## src/logic/midi_uart_params.svh

```systemverilog
// midi_uart_params.svh: port offsets, config indices, reset values, timing
// assumes a 100 MHz clock; included by bare name
`ifndef MIDI_UART_PARAMS_SVH
`define MIDI_UART_PARAMS_SVH
`define CFG_ACTIVATE   8'h30
`define CFG_BASE_HI    8'h60
`define CFG_BASE_LO    8'h61
`define CFG_IRQ_SEL    8'h70
`define PORT_DATA      1'b0
`define PORT_STAT      1'b1
`define CMD_RESET      8'hFF
`define CMD_PASS       8'h3F
`define ACK_BYTE       8'hFE
`define STATUS_RESET   8'h80
`define STAT_EMPTY_BIT 7
`define STAT_BUSY_BIT  6
`define ACTIVATE_BIT   0
`define ACTIVATE_RESET 1'b0
`define IRQ_SEL_RESET  4'h5
`define BASE_RESET     16'h0330
`define BASE_MIN       16'h0100
`define BASE_MAX       16'h0FFE
`define CLOCK_HZ       100000000
`define BAUD_RATE      31250
`define OVERSAMPLE     16
`define TICK_DIV       (`CLOCK_HZ / (`BAUD_RATE * `OVERSAMPLE))
`define MID_SAMPLE     4'h7
`define LAST_SAMPLE    4'hF
`define FRAME_BITS     4'hA
`endif

```

## src/logic/midi_uart_pkg.sv

```systemverilog
// midi_uart_pkg: state and mode types of the serial command interface
// assumes the params header for all numeric constants
package midi_uart_pkg;
  typedef enum logic {MODE_RESET = 1'b0, MODE_PASS = 1'b1} mode_t;
  typedef enum logic [1:0] {RX_IDLE = 2'b00, RX_START = 2'b01, RX_DATA = 2'b10, RX_STOP = 2'b11} rx_state_t;
  typedef enum logic {TX_IDLE = 1'b0, TX_SEND = 1'b1} tx_state_t;
endpackage

```

## src/logic/midi_rx.sv

```systemverilog
// midi_rx: 8N1 serial receiver, 16x oversampled
// assumes line is already synchronised and tick is a 16x bit-rate enable
`timescale 1ns/1ns
`include "midi_uart_params.svh"
module midi_rx
(
  // clock and reset
  input  wire logic       clock,
  input  wire logic       rst,
  // control
  input  wire logic       tick,
  input  wire logic       enable,
  input  wire logic       line,
  // received byte
  output logic            valid,
  output logic [7:0]      data
);
  typedef struct packed {
    midi_uart_pkg::rx_state_t st;
    logic [3:0]               cnt;
    logic [2:0]               bitn;
    logic [7:0]               sh;
    logic                     vld;
  } rx_t;
  rx_t s_r;
  rx_t s_nxt;

  always_comb
  begin
    s_nxt = s_r;
    s_nxt.vld = 1'b0;
    unique case (s_r.st)
      midi_uart_pkg::RX_IDLE:
        if (!line)
        begin
          s_nxt.st = midi_uart_pkg::RX_START;
          s_nxt.cnt = 4'h0;
        end
      midi_uart_pkg::RX_START:
        if (tick && s_r.cnt == `MID_SAMPLE)
        begin
          // glitch shorter than half a bit is not a start bit
          s_nxt.st = line ? midi_uart_pkg::RX_IDLE : midi_uart_pkg::RX_DATA;
          s_nxt.cnt = 4'h0;
          s_nxt.bitn = 3'h0;
        end
        else if (tick)
          s_nxt.cnt = s_r.cnt + 4'h1;
      midi_uart_pkg::RX_DATA:
        if (tick && s_r.cnt == `LAST_SAMPLE)
        begin
          s_nxt.sh = {line, s_r.sh[7:1]};
          s_nxt.cnt = 4'h0;
          s_nxt.bitn = s_r.bitn + 3'h1;
          if (s_r.bitn == 3'h7)
            s_nxt.st = midi_uart_pkg::RX_STOP;
        end
        else if (tick)
          s_nxt.cnt = s_r.cnt + 4'h1;
      midi_uart_pkg::RX_STOP:
        if (tick && s_r.cnt == `LAST_SAMPLE)
        begin
          // framing errors drop the byte silently
          s_nxt.vld = line;
          s_nxt.st = midi_uart_pkg::RX_IDLE;
        end
        else if (tick)
          s_nxt.cnt = s_r.cnt + 4'h1;
    endcase
    if (!enable)
      s_nxt.st = midi_uart_pkg::RX_IDLE;
  end

  always_ff @(posedge clock or posedge rst)
  begin
    if (rst)
      s_r <= '{midi_uart_pkg::RX_IDLE, 4'h0, 3'h0, 8'h00, 1'b0};
    else
      s_r <= s_nxt;
  end

  assign valid = s_r.vld;
  assign data  = s_r.sh;
endmodule // midi_rx

```

## src/logic/midi_tx.sv

```systemverilog
// midi_tx: 8N1 serial transmitter
// assumes tick is a 16x bit-rate enable; start only while ready
`timescale 1ns/1ns
`include "midi_uart_params.svh"
module midi_tx
(
  // clock and reset
  input  wire logic       clock,
  input  wire logic       rst,
  // byte in
  input  wire logic       tick,
  input  wire logic       start,
  input  wire logic [7:0] data,
  output logic            ready,
  // serial line
  output logic            line
);
  typedef struct packed {
    midi_uart_pkg::tx_state_t st;
    logic [3:0]               cnt;
    logic [3:0]               n;
    logic [9:0]               sh;
    logic                     ln;
  } tx_t;
  tx_t s_r;
  tx_t s_nxt;

  always_comb
  begin
    s_nxt = s_r;
    unique case (s_r.st)
      midi_uart_pkg::TX_IDLE:
        if (start)
        begin
          s_nxt.sh = {1'b1, data, 1'b0};
          s_nxt.st = midi_uart_pkg::TX_SEND;
          s_nxt.cnt = 4'h0;
          s_nxt.n = 4'h0;
          s_nxt.ln = 1'b0;
        end
      midi_uart_pkg::TX_SEND:
        if (tick && s_r.cnt == `LAST_SAMPLE)
        begin
          s_nxt.sh = {1'b1, s_r.sh[9:1]};
          s_nxt.ln = s_r.sh[1];
          s_nxt.cnt = 4'h0;
          s_nxt.n = s_r.n + 4'h1;
          if (s_r.n == `FRAME_BITS - 4'h1)
          begin
            s_nxt.st = midi_uart_pkg::TX_IDLE;
            s_nxt.ln = 1'b1;
          end
        end
        else if (tick)
          s_nxt.cnt = s_r.cnt + 4'h1;
    endcase
  end

  always_ff @(posedge clock or posedge rst)
  begin
    if (rst)
      s_r <= '{midi_uart_pkg::TX_IDLE, 4'h0, 4'h0, 10'h3FF, 1'b1};
    else
      s_r <= s_nxt;
  end

  assign ready = (s_r.st == midi_uart_pkg::TX_IDLE);
  assign line  = s_r.ln;
endmodule // midi_tx

```

## src/logic/midi_uart_cmd.sv

```systemverilog
// midi_uart_cmd: host data/status-command ports, command decoder, FIFOs, IRQ
// assumes a synchronous 8-bit register port and a 100 MHz clock
//
// The plain strobed port was decided locally.
`timescale 1ns/1ns
`include "midi_uart_params.svh"
module midi_uart_cmd
#(
  parameter int DEPTH    = 16,
  parameter int TICK_DIV = `TICK_DIV
)
(
  // clock and reset
  input  wire logic        clock,
  input  wire logic        rst,
  // register port; cfg_sel picks config index space
  input  wire logic        cfg_sel,
  input  wire logic [15:0] addr,
  input  wire logic [7:0]  wdata,
  input  wire logic        wr,
  input  wire logic        rd,
  output logic [7:0]       rdata,
  // serial link
  input  wire logic        serial_music_input,
  output logic             serial_music_output,
  // interrupt
  output logic             irq,
  output logic [3:0]       irq_line
);
  localparam int AW = $clog2(DEPTH);
  localparam int CW = AW + 1;
  localparam logic [CW-1:0] FULL = CW'(DEPTH);
  localparam logic [7:0] DIV_MAX = 8'(TICK_DIV - 1);
  localparam int TICK_GAP = TICK_DIV - 1;

  generate
    if (DEPTH < 2 || (DEPTH & (DEPTH - 1)) != 0 || TICK_DIV < 2 || TICK_DIV > 256)
      $error("midi_uart_cmd: DEPTH must be a power of two, TICK_DIV 2..256");
  endgenerate

  typedef struct packed {
    logic [1:0]               sync;
    logic [7:0]               div;
    logic                     tick;
    midi_uart_pkg::mode_t     mode;
    logic                     ack;
    logic [7:0]               rdata;
    logic                     active;
    logic [7:0]               base_hi;
    logic [7:0]               base_lo;
    logic [3:0]               irq_sel;
    logic [DEPTH-1:0][7:0]    rxm;
    logic [DEPTH-1:0][7:0]    txm;
    logic [AW-1:0]            rxw;
    logic [AW-1:0]            rxr;
    logic [AW-1:0]            txw;
    logic [AW-1:0]            txr;
    logic [CW-1:0]            rxc;
    logic [CW-1:0]            txc;
  } st_t;
  st_t s_r;
  st_t s_nxt;

  function automatic logic [AW-1:0] inc(input logic [AW-1:0] p);
    inc = p + AW'(1);
  endfunction

  function automatic logic base_ok(input logic [15:0] b);
    base_ok = (b >= `BASE_MIN) && (b <= `BASE_MAX);
  endfunction

  logic [15:0] base;
  logic        io_hit;
  logic        data_rd;
  logic        data_wr;
  logic        stat_rd;
  logic        cmd_wr;
  logic        pass;
  logic        empty;
  logic        busy;
  logic        rx_push;
  logic        rx_pop;
  logic        tx_push;
  logic        tx_pop;
  logic        rx_valid;
  logic [7:0]  rx_byte;
  logic        tx_ready;
  logic [7:0]  status;

  assign base    = {s_r.base_hi, s_r.base_lo[7:1], 1'b0};
  assign io_hit  = s_r.active && !cfg_sel && base_ok(base) && addr[15:1] == base[15:1];
  assign data_rd = io_hit && rd && addr[0] == `PORT_DATA;
  assign data_wr = io_hit && wr && addr[0] == `PORT_DATA;
  assign stat_rd = io_hit && rd && addr[0] == `PORT_STAT;
  assign cmd_wr  = io_hit && wr && addr[0] == `PORT_STAT;
  assign pass    = (s_r.mode == midi_uart_pkg::MODE_PASS);
  assign empty   = !s_r.ack && s_r.rxc == '0;
  assign busy    = (s_r.txc == FULL);
  assign status  = {empty, busy, 6'h00};

  // acknowledge outranks the FIFO, so a FIFO pop waits for it
  assign rx_pop  = data_rd && !s_r.ack && s_r.rxc != '0;
  assign rx_push = rx_valid && pass && s_r.rxc != FULL;
  assign tx_push = data_wr && pass && !busy;
  assign tx_pop  = pass && tx_ready && s_r.txc != '0;

  // UART cores: receiver sees only the second sync flop
  midi_rx u_rx
  (
    .clock  (clock),
    .rst    (rst),
    .tick   (s_r.tick),
    .enable (pass),
    .line   (s_r.sync[1]),
    .valid  (rx_valid),
    .data   (rx_byte)
  );

  midi_tx u_tx
  (
    .clock  (clock),
    .rst    (rst),
    .tick   (s_r.tick),
    .start  (tx_pop),
    .data   (s_r.txm[s_r.txr]),
    .ready  (tx_ready),
    .line   (serial_music_output)
  );

  always_comb
  begin
    s_nxt = s_r;
    s_nxt.rdata = 8'h00;
    s_nxt.sync = {s_r.sync[0], serial_music_input};
    s_nxt.tick = 1'b0;
    // bit-rate divider stops while inactive to save power
    if (!s_r.active)
      s_nxt.div = 8'h00;
    else if (s_r.div == DIV_MAX)
    begin
      s_nxt.div = 8'h00;
      s_nxt.tick = 1'b1;
    end
    else
      s_nxt.div = s_r.div + 8'h01;

    // configuration space
    if (cfg_sel && wr)
    begin
      case (addr[7:0])
        `CFG_ACTIVATE: s_nxt.active = wdata[`ACTIVATE_BIT];
        `CFG_BASE_HI:  s_nxt.base_hi = wdata;
        `CFG_BASE_LO:  s_nxt.base_lo = {wdata[7:1], 1'b0};
        `CFG_IRQ_SEL:  s_nxt.irq_sel = wdata[3:0];
        default:       ;
      endcase
    end
    if (cfg_sel && rd)
    begin
      case (addr[7:0])
        `CFG_ACTIVATE: s_nxt.rdata = {7'h00, s_r.active};
        `CFG_BASE_HI:  s_nxt.rdata = s_r.base_hi;
        `CFG_BASE_LO:  s_nxt.rdata = s_r.base_lo;
        `CFG_IRQ_SEL:  s_nxt.rdata = {4'h0, s_r.irq_sel};
        default:       s_nxt.rdata = 8'h00;
      endcase
    end

    // host ports
    if (stat_rd)
      s_nxt.rdata = status;
    if (data_rd && s_r.ack)
    begin
      s_nxt.rdata = `ACK_BYTE;
      s_nxt.ack = 1'b0;
    end
    else if (rx_pop)
    begin
      s_nxt.rdata = s_r.rxm[s_r.rxr];
      s_nxt.rxr = inc(s_r.rxr);
    end
    if (rx_push)
    begin
      s_nxt.rxm[s_r.rxw] = rx_byte;
      s_nxt.rxw = inc(s_r.rxw);
    end
    s_nxt.rxc = s_r.rxc + CW'(rx_push) - CW'(rx_pop);
    if (tx_push)
    begin
      s_nxt.txm[s_r.txw] = wdata;
      s_nxt.txw = inc(s_r.txw);
    end
    if (tx_pop)
      s_nxt.txr = inc(s_r.txr);
    s_nxt.txc = s_r.txc + CW'(tx_push) - CW'(tx_pop);

    // command decoder; a flush beats a byte landing in the same cycle
    if (cmd_wr && wdata == `CMD_RESET)
    begin
      s_nxt.mode = midi_uart_pkg::MODE_RESET;
      s_nxt.rxr = s_nxt.rxw;
      s_nxt.rxc = '0;
      if (!pass)
        s_nxt.ack = 1'b1;
    end
    else if (cmd_wr && wdata == `CMD_PASS && !pass)
    begin
      s_nxt.mode = midi_uart_pkg::MODE_PASS;
      s_nxt.rxr = s_nxt.rxw;
      s_nxt.rxc = '0;
      s_nxt.txr = s_nxt.txw;
      s_nxt.txc = '0;
      s_nxt.ack = 1'b1;
    end
  end

  always_ff @(posedge clock or posedge rst)
  begin
    if (rst)
    begin
      s_r <= '0;
      s_r.sync <= 2'h3;
      s_r.mode <= midi_uart_pkg::MODE_RESET;
      s_r.active <= `ACTIVATE_RESET;
      s_r.base_hi <= 8'(`BASE_RESET >> 8);
      s_r.base_lo <= 8'(`BASE_RESET & 16'h00FF);
      s_r.irq_sel <= `IRQ_SEL_RESET;
    end
    else
      s_r <= s_nxt;
  end

  // level request, no transmit or line-status term
  assign irq      = s_r.active && !empty;
  assign irq_line = s_r.irq_sel;
  assign rdata    = s_r.rdata;
endmodule // midi_uart_cmd

```

## config.mk

```make
export PLATFORM = sky130hd
export DESIGN_NAME = midi_uart_cmd
export DESIGN_NICKNAME = d
export VERILOG_FILES = /design/src/logic/midi_uart_pkg.sv /design/src/logic/midi_rx.sv /design/src/logic/midi_tx.sv /design/src/logic/midi_uart_cmd.sv
export VERILOG_INCLUDE_DIRS = /design/src /design/src/logic
export SDC_FILE = /design/constraint.sdc
export NUM_CORES = 1
export LEC_CHECK = 0
export BUFFER_PORTS_ARGS = -buffer_cell sky130_fd_sc_hd__buf_4
export CORE_UTILIZATION = 50
export CTS_CLUSTER_SIZE = 40
export DETAILED_ROUTE_END_ITERATION = 16
export PLACE_DENSITY = 0.68
export REMOVE_ABC_BUFFERS = 1
export SETUP_SLACK_MARGIN = 0.4
export SLEW_MARGIN = 20
export SYNTH_ARGS = -nofsm -noshare
export SYNTH_HDL_FRONTEND = slang
export SYNTH_HIERARCHICAL = 1
export SYNTH_SLANG_ARGS = --single-unit
```

## constraint.sdc

```tcl
create_clock -name clock -period 12.2 [get_ports clock]
set_clock_uncertainty 0.05 [all_clocks]
set_input_delay 1.83 -clock clock [delete_from_list [all_inputs] [get_ports clock]]
set_output_delay 1.83 -clock clock [all_outputs]
set_load 0.1 [all_outputs]
```

==> impl_metrics.env <==
export IMPL_first_iter_violations=595
export IMPL_yosysTopAreaCell="dfrtp_1"
export IMPL_worst_skew_pair_late_latency_ns=0.54
export IMPL_maxCapViolCount=0
export IMPL_synth_seq_cells=360
export IMPL_netlist_area_sq_um=17600
export IMPL_setup_ws_ns=7.89
export IMPL_ios=44
export IMPL_fin_hold_ws_ns=0.315
export IMPL_grt_start_max_net_pins=201
export IMPL_max_freq_mhz=232
export IMPL_cp_max_fo=19
export IMPL_final_antenna_net_count=0
export IMPL_dp_hpwl_um=24600
export IMPL_drc_errors=0
export IMPL_cp_arrival_ns=4.72
export IMPL_power_density_nw_per_um2=131
export IMPL_clockBufferDepth=3
export IMPL_gp_congestion=0.873
export IMPL_viasPerCell=5.96
export IMPL_antenna_cells=0
export IMPL_finalHoldViolCount=0
export IMPL_cp_start_kind="input port"
export IMPL_overflow=0
export IMPL_h_tree_depth=2
export IMPL_holdCritPathClass="flop to flop"
export IMPL_dieArea_sq_um=36000
export IMPL_grt_total_usage_pct=21.7
export IMPL_final_layout_size_suffix_gt1_share_pct=40.3
export IMPL_dp_slack_ns=7.37
export IMPL_grt_first_pass_wirelength_um=61200
export IMPL_final_nets=1337
export IMPL_synthSimpleGateAreaFrac_pct=8.07
export IMPL_final_setup_viol_count=0
export IMPL_slew_violations=0
export IMPL_cts_resized=0
export IMPL_synthAdderAreaFrac_pct=2.29
export IMPL_hold_depth=0
export IMPL_synth_area_top_cells="dfrtp_1 (49%), mux2_2 (18%), mux4_2 (9.5%)"
export IMPL_yosysTopAreaCellShare_pct=48.6
export IMPL_synth_common_cells="dfrtp_1 (342), mux2_2 (282), mux4_2 (74)"
export IMPL_synth_compound_area_share_pct=3.94
export IMPL_port_buffers=43
export IMPL_async_flop_share_pct=100
export IMPL_root_buffer="clkbuf_16"
export IMPL_initial_utilization_pct=50.8
export IMPL_r2r_worst_path_cells=15
export IMPL_yosys_area_share_xor_xnor_pct=1.69
export IMPL_clk_pin_slew_ns=0.06
export IMPL_finish_utilization_pct=56.5
export IMPL_yosysUniqueCellTypes=80
export IMPL_period_minus_slack_ns=4.31
export IMPL_cp_end_kind="flop"
export IMPL_synth_top_family_by_area="multiplexers"
export IMPL_critPathKind="input port to flop"
export IMPL_avgSynthCellArea_sq_um=13.8
export IMPL_vias=10500
export IMPL_synth_mux_area_share_pct=29.2
export IMPL_synth_flop_cell="dfrtp_1"
export IMPL_drt_pass1_iterations=5
export IMPL_ys_seq_area_share_pct=51.3
export IMPL_die_x_um=190
export IMPL_synth_edf_count=0
export IMPL_worst_ir_drop_vdd_mv=0.117
export IMPL_dpl_cell_count=1688
export IMPL_cts_made_buffers=40
export IMPL_grt_antenna_before_repair=0
export IMPL_cts_tree="yes"
export IMPL_yosys_warnings=6
export IMPL_status="finished clean"
export IMPL_core_area_sq_um=34600
export IMPL_synth_most_common_cell="dfrtp_1"
export IMPL_cp_required_ns=12.61
export IMPL_fin_tns_setup_ns=0
export IMPL_netlist_instances=1277
export IMPL_area_delta_synth_final_pct=11.2
export IMPL_wl_per_cell_um=21.4
export IMPL_worst_pin_slew_ns=1.07
export IMPL_rsz0062_at_grt="no"
export IMPL_hold_buffers=0
export IMPL_wl_um=37600
export IMPL_power_leakage_nw=9.32
export IMPL_min_period_over_period_pct=35.3
export IMPL_cts_num_sinks=360
export IMPL_grt_pass1_vias=10800
export IMPL_fp_dieH_um=190
export IMPL_postCtsSetupBuffers=0
export IMPL_rows=68
export IMPL_relSlewSlack_pct=28.1
export IMPL_fin_cells=1762
where the power goes:
group	internal [mW]	switching, mW
clock	0.797	0.505
sequential	1.20	0.00276
combinational	0.0154	0.0475
total	2.01	0.555
sequential cells by signal, summed over array words and instances, names as in the netlist:
name	count
base	15
irq_line	4
pass	1
rdata	8
s_nxt	1
s_r	294
u_rx/data	8
u_rx/s_r	9
u_rx/valid	1
u_tx/line	1
u_tx/s_r	18
path summary, 6_finish.rpt:
path	from	to	slack, ns
worst min register to register	s_nxt[323]	s_r[323]	0.31
worst max-delay path	cfg_sel	s_r[4]	7.89
worst max register to register	s_r[3]	s_r[4]	8.67
worst min-delay path	s_nxt[323]	s_r[323]	0.31
min in group asynchronous	rst	s_r[34]	1.41
max in group asynchronous	rst	s_r[269]	9.18
layout make-up:
cell class | instances | area [sq um]
clock buffer | 52 | 1150
clock inverter | 21 | 307
fill | 2744 | 15100
inverter | 30 | 120
multi-input combinational | 791 | 7960
sequential | 360 | 9030
tap | 455 | 569
timing repair buffer | 53 | 430
cells in the final DEF (no fill, tap or decap), types with 5 or more instances in the layout:
cell type / Yosys / final
dfrtp_1: 342 / 340
mux2_2: 282 / 282
mux4_2: 74 / 74
nand2_1: 56 / 56
buf_4: 23 / 51
clkbuf_16: 0 / 41
nor2_1: 30 / 30
inv_1: 30 / 29
o21ai_0: 29 / 29
ha_1: 29 / 29
a21oi_1: 25 / 25
nand3_1: 24 / 24
nand4_1: 21 / 21
xnor2_1: 20 / 20
mux2i_1: 19 / 19
dfstp_2: 18 / 18
nor2b_1: 17 / 17
xor2_1: 14 / 14
and3_1: 12 / 12
a22oi_1: 8 / 8
clkinv_2: 0 / 8
clkbuf_8: 0 / 8
mux2_1: 8 / 8
or3_1: 7 / 7
nand4_2: 7 / 7
and2_1: 6 / 6
nor3_4: 6 / 6
bufinv_16: 0 / 6
nor3_1: 7 / 5
and4_1: 5 / 5
a221o_1: 5 / 5
metal layers:
metal  vias to the layer above  GRT usage [%]  share of wire (%)
li1                       4710              -                  -
met1                      5516           30.7                 46
met2                       218           35.4                 48
met3                        53           3.04                4.2
met4                         0           5.37                1.8
met5                         -              0                  0
worst max-delay path, stage by stage:
cell and delay (ns):
buf_4 0.15, nor4b_1 0.28, nand4_1 0.19, nor4_4 0.32, buf_4 0.29, nand2_1 0.11, ha_1 0.32, inv_1 0.04
ha_1 0.18, inv_1 0.07, fa_1 0.20, inv_1 0.05, a21oi_1 0.14, nor2_1 0.06, or3_1 0.33, a21oi_1 0.13
stage by stage:
step	power (mW)	instance area [sq um]
6_report	2.56	19600
5_1_grt	2.65	19600
4_1_cts	2.59	19500
3_5_place_dp	1.28	18100
3_3_place_gp	1.28	18100
2_1_floorplan	1.25	17100
cells by family (layout without fill, tap and decap cells):
| group | Yosys count | in the layout |
|---|---|---|
| AND/OR/NAND/NOR | 236 | 236 |
| AO/OA/AOI/OAI | 106 | 106 |
| adder cells (fa/ha/maj) | 31 | 31 |
| multiplexers | 384 | 384 |
| buffers and inverters | 126 | 156 |
| flip-flops | 360 | 360 |
| XOR/XNOR | 34 | 34 |
No activity file was read; power rests on OpenSTA's default activity.
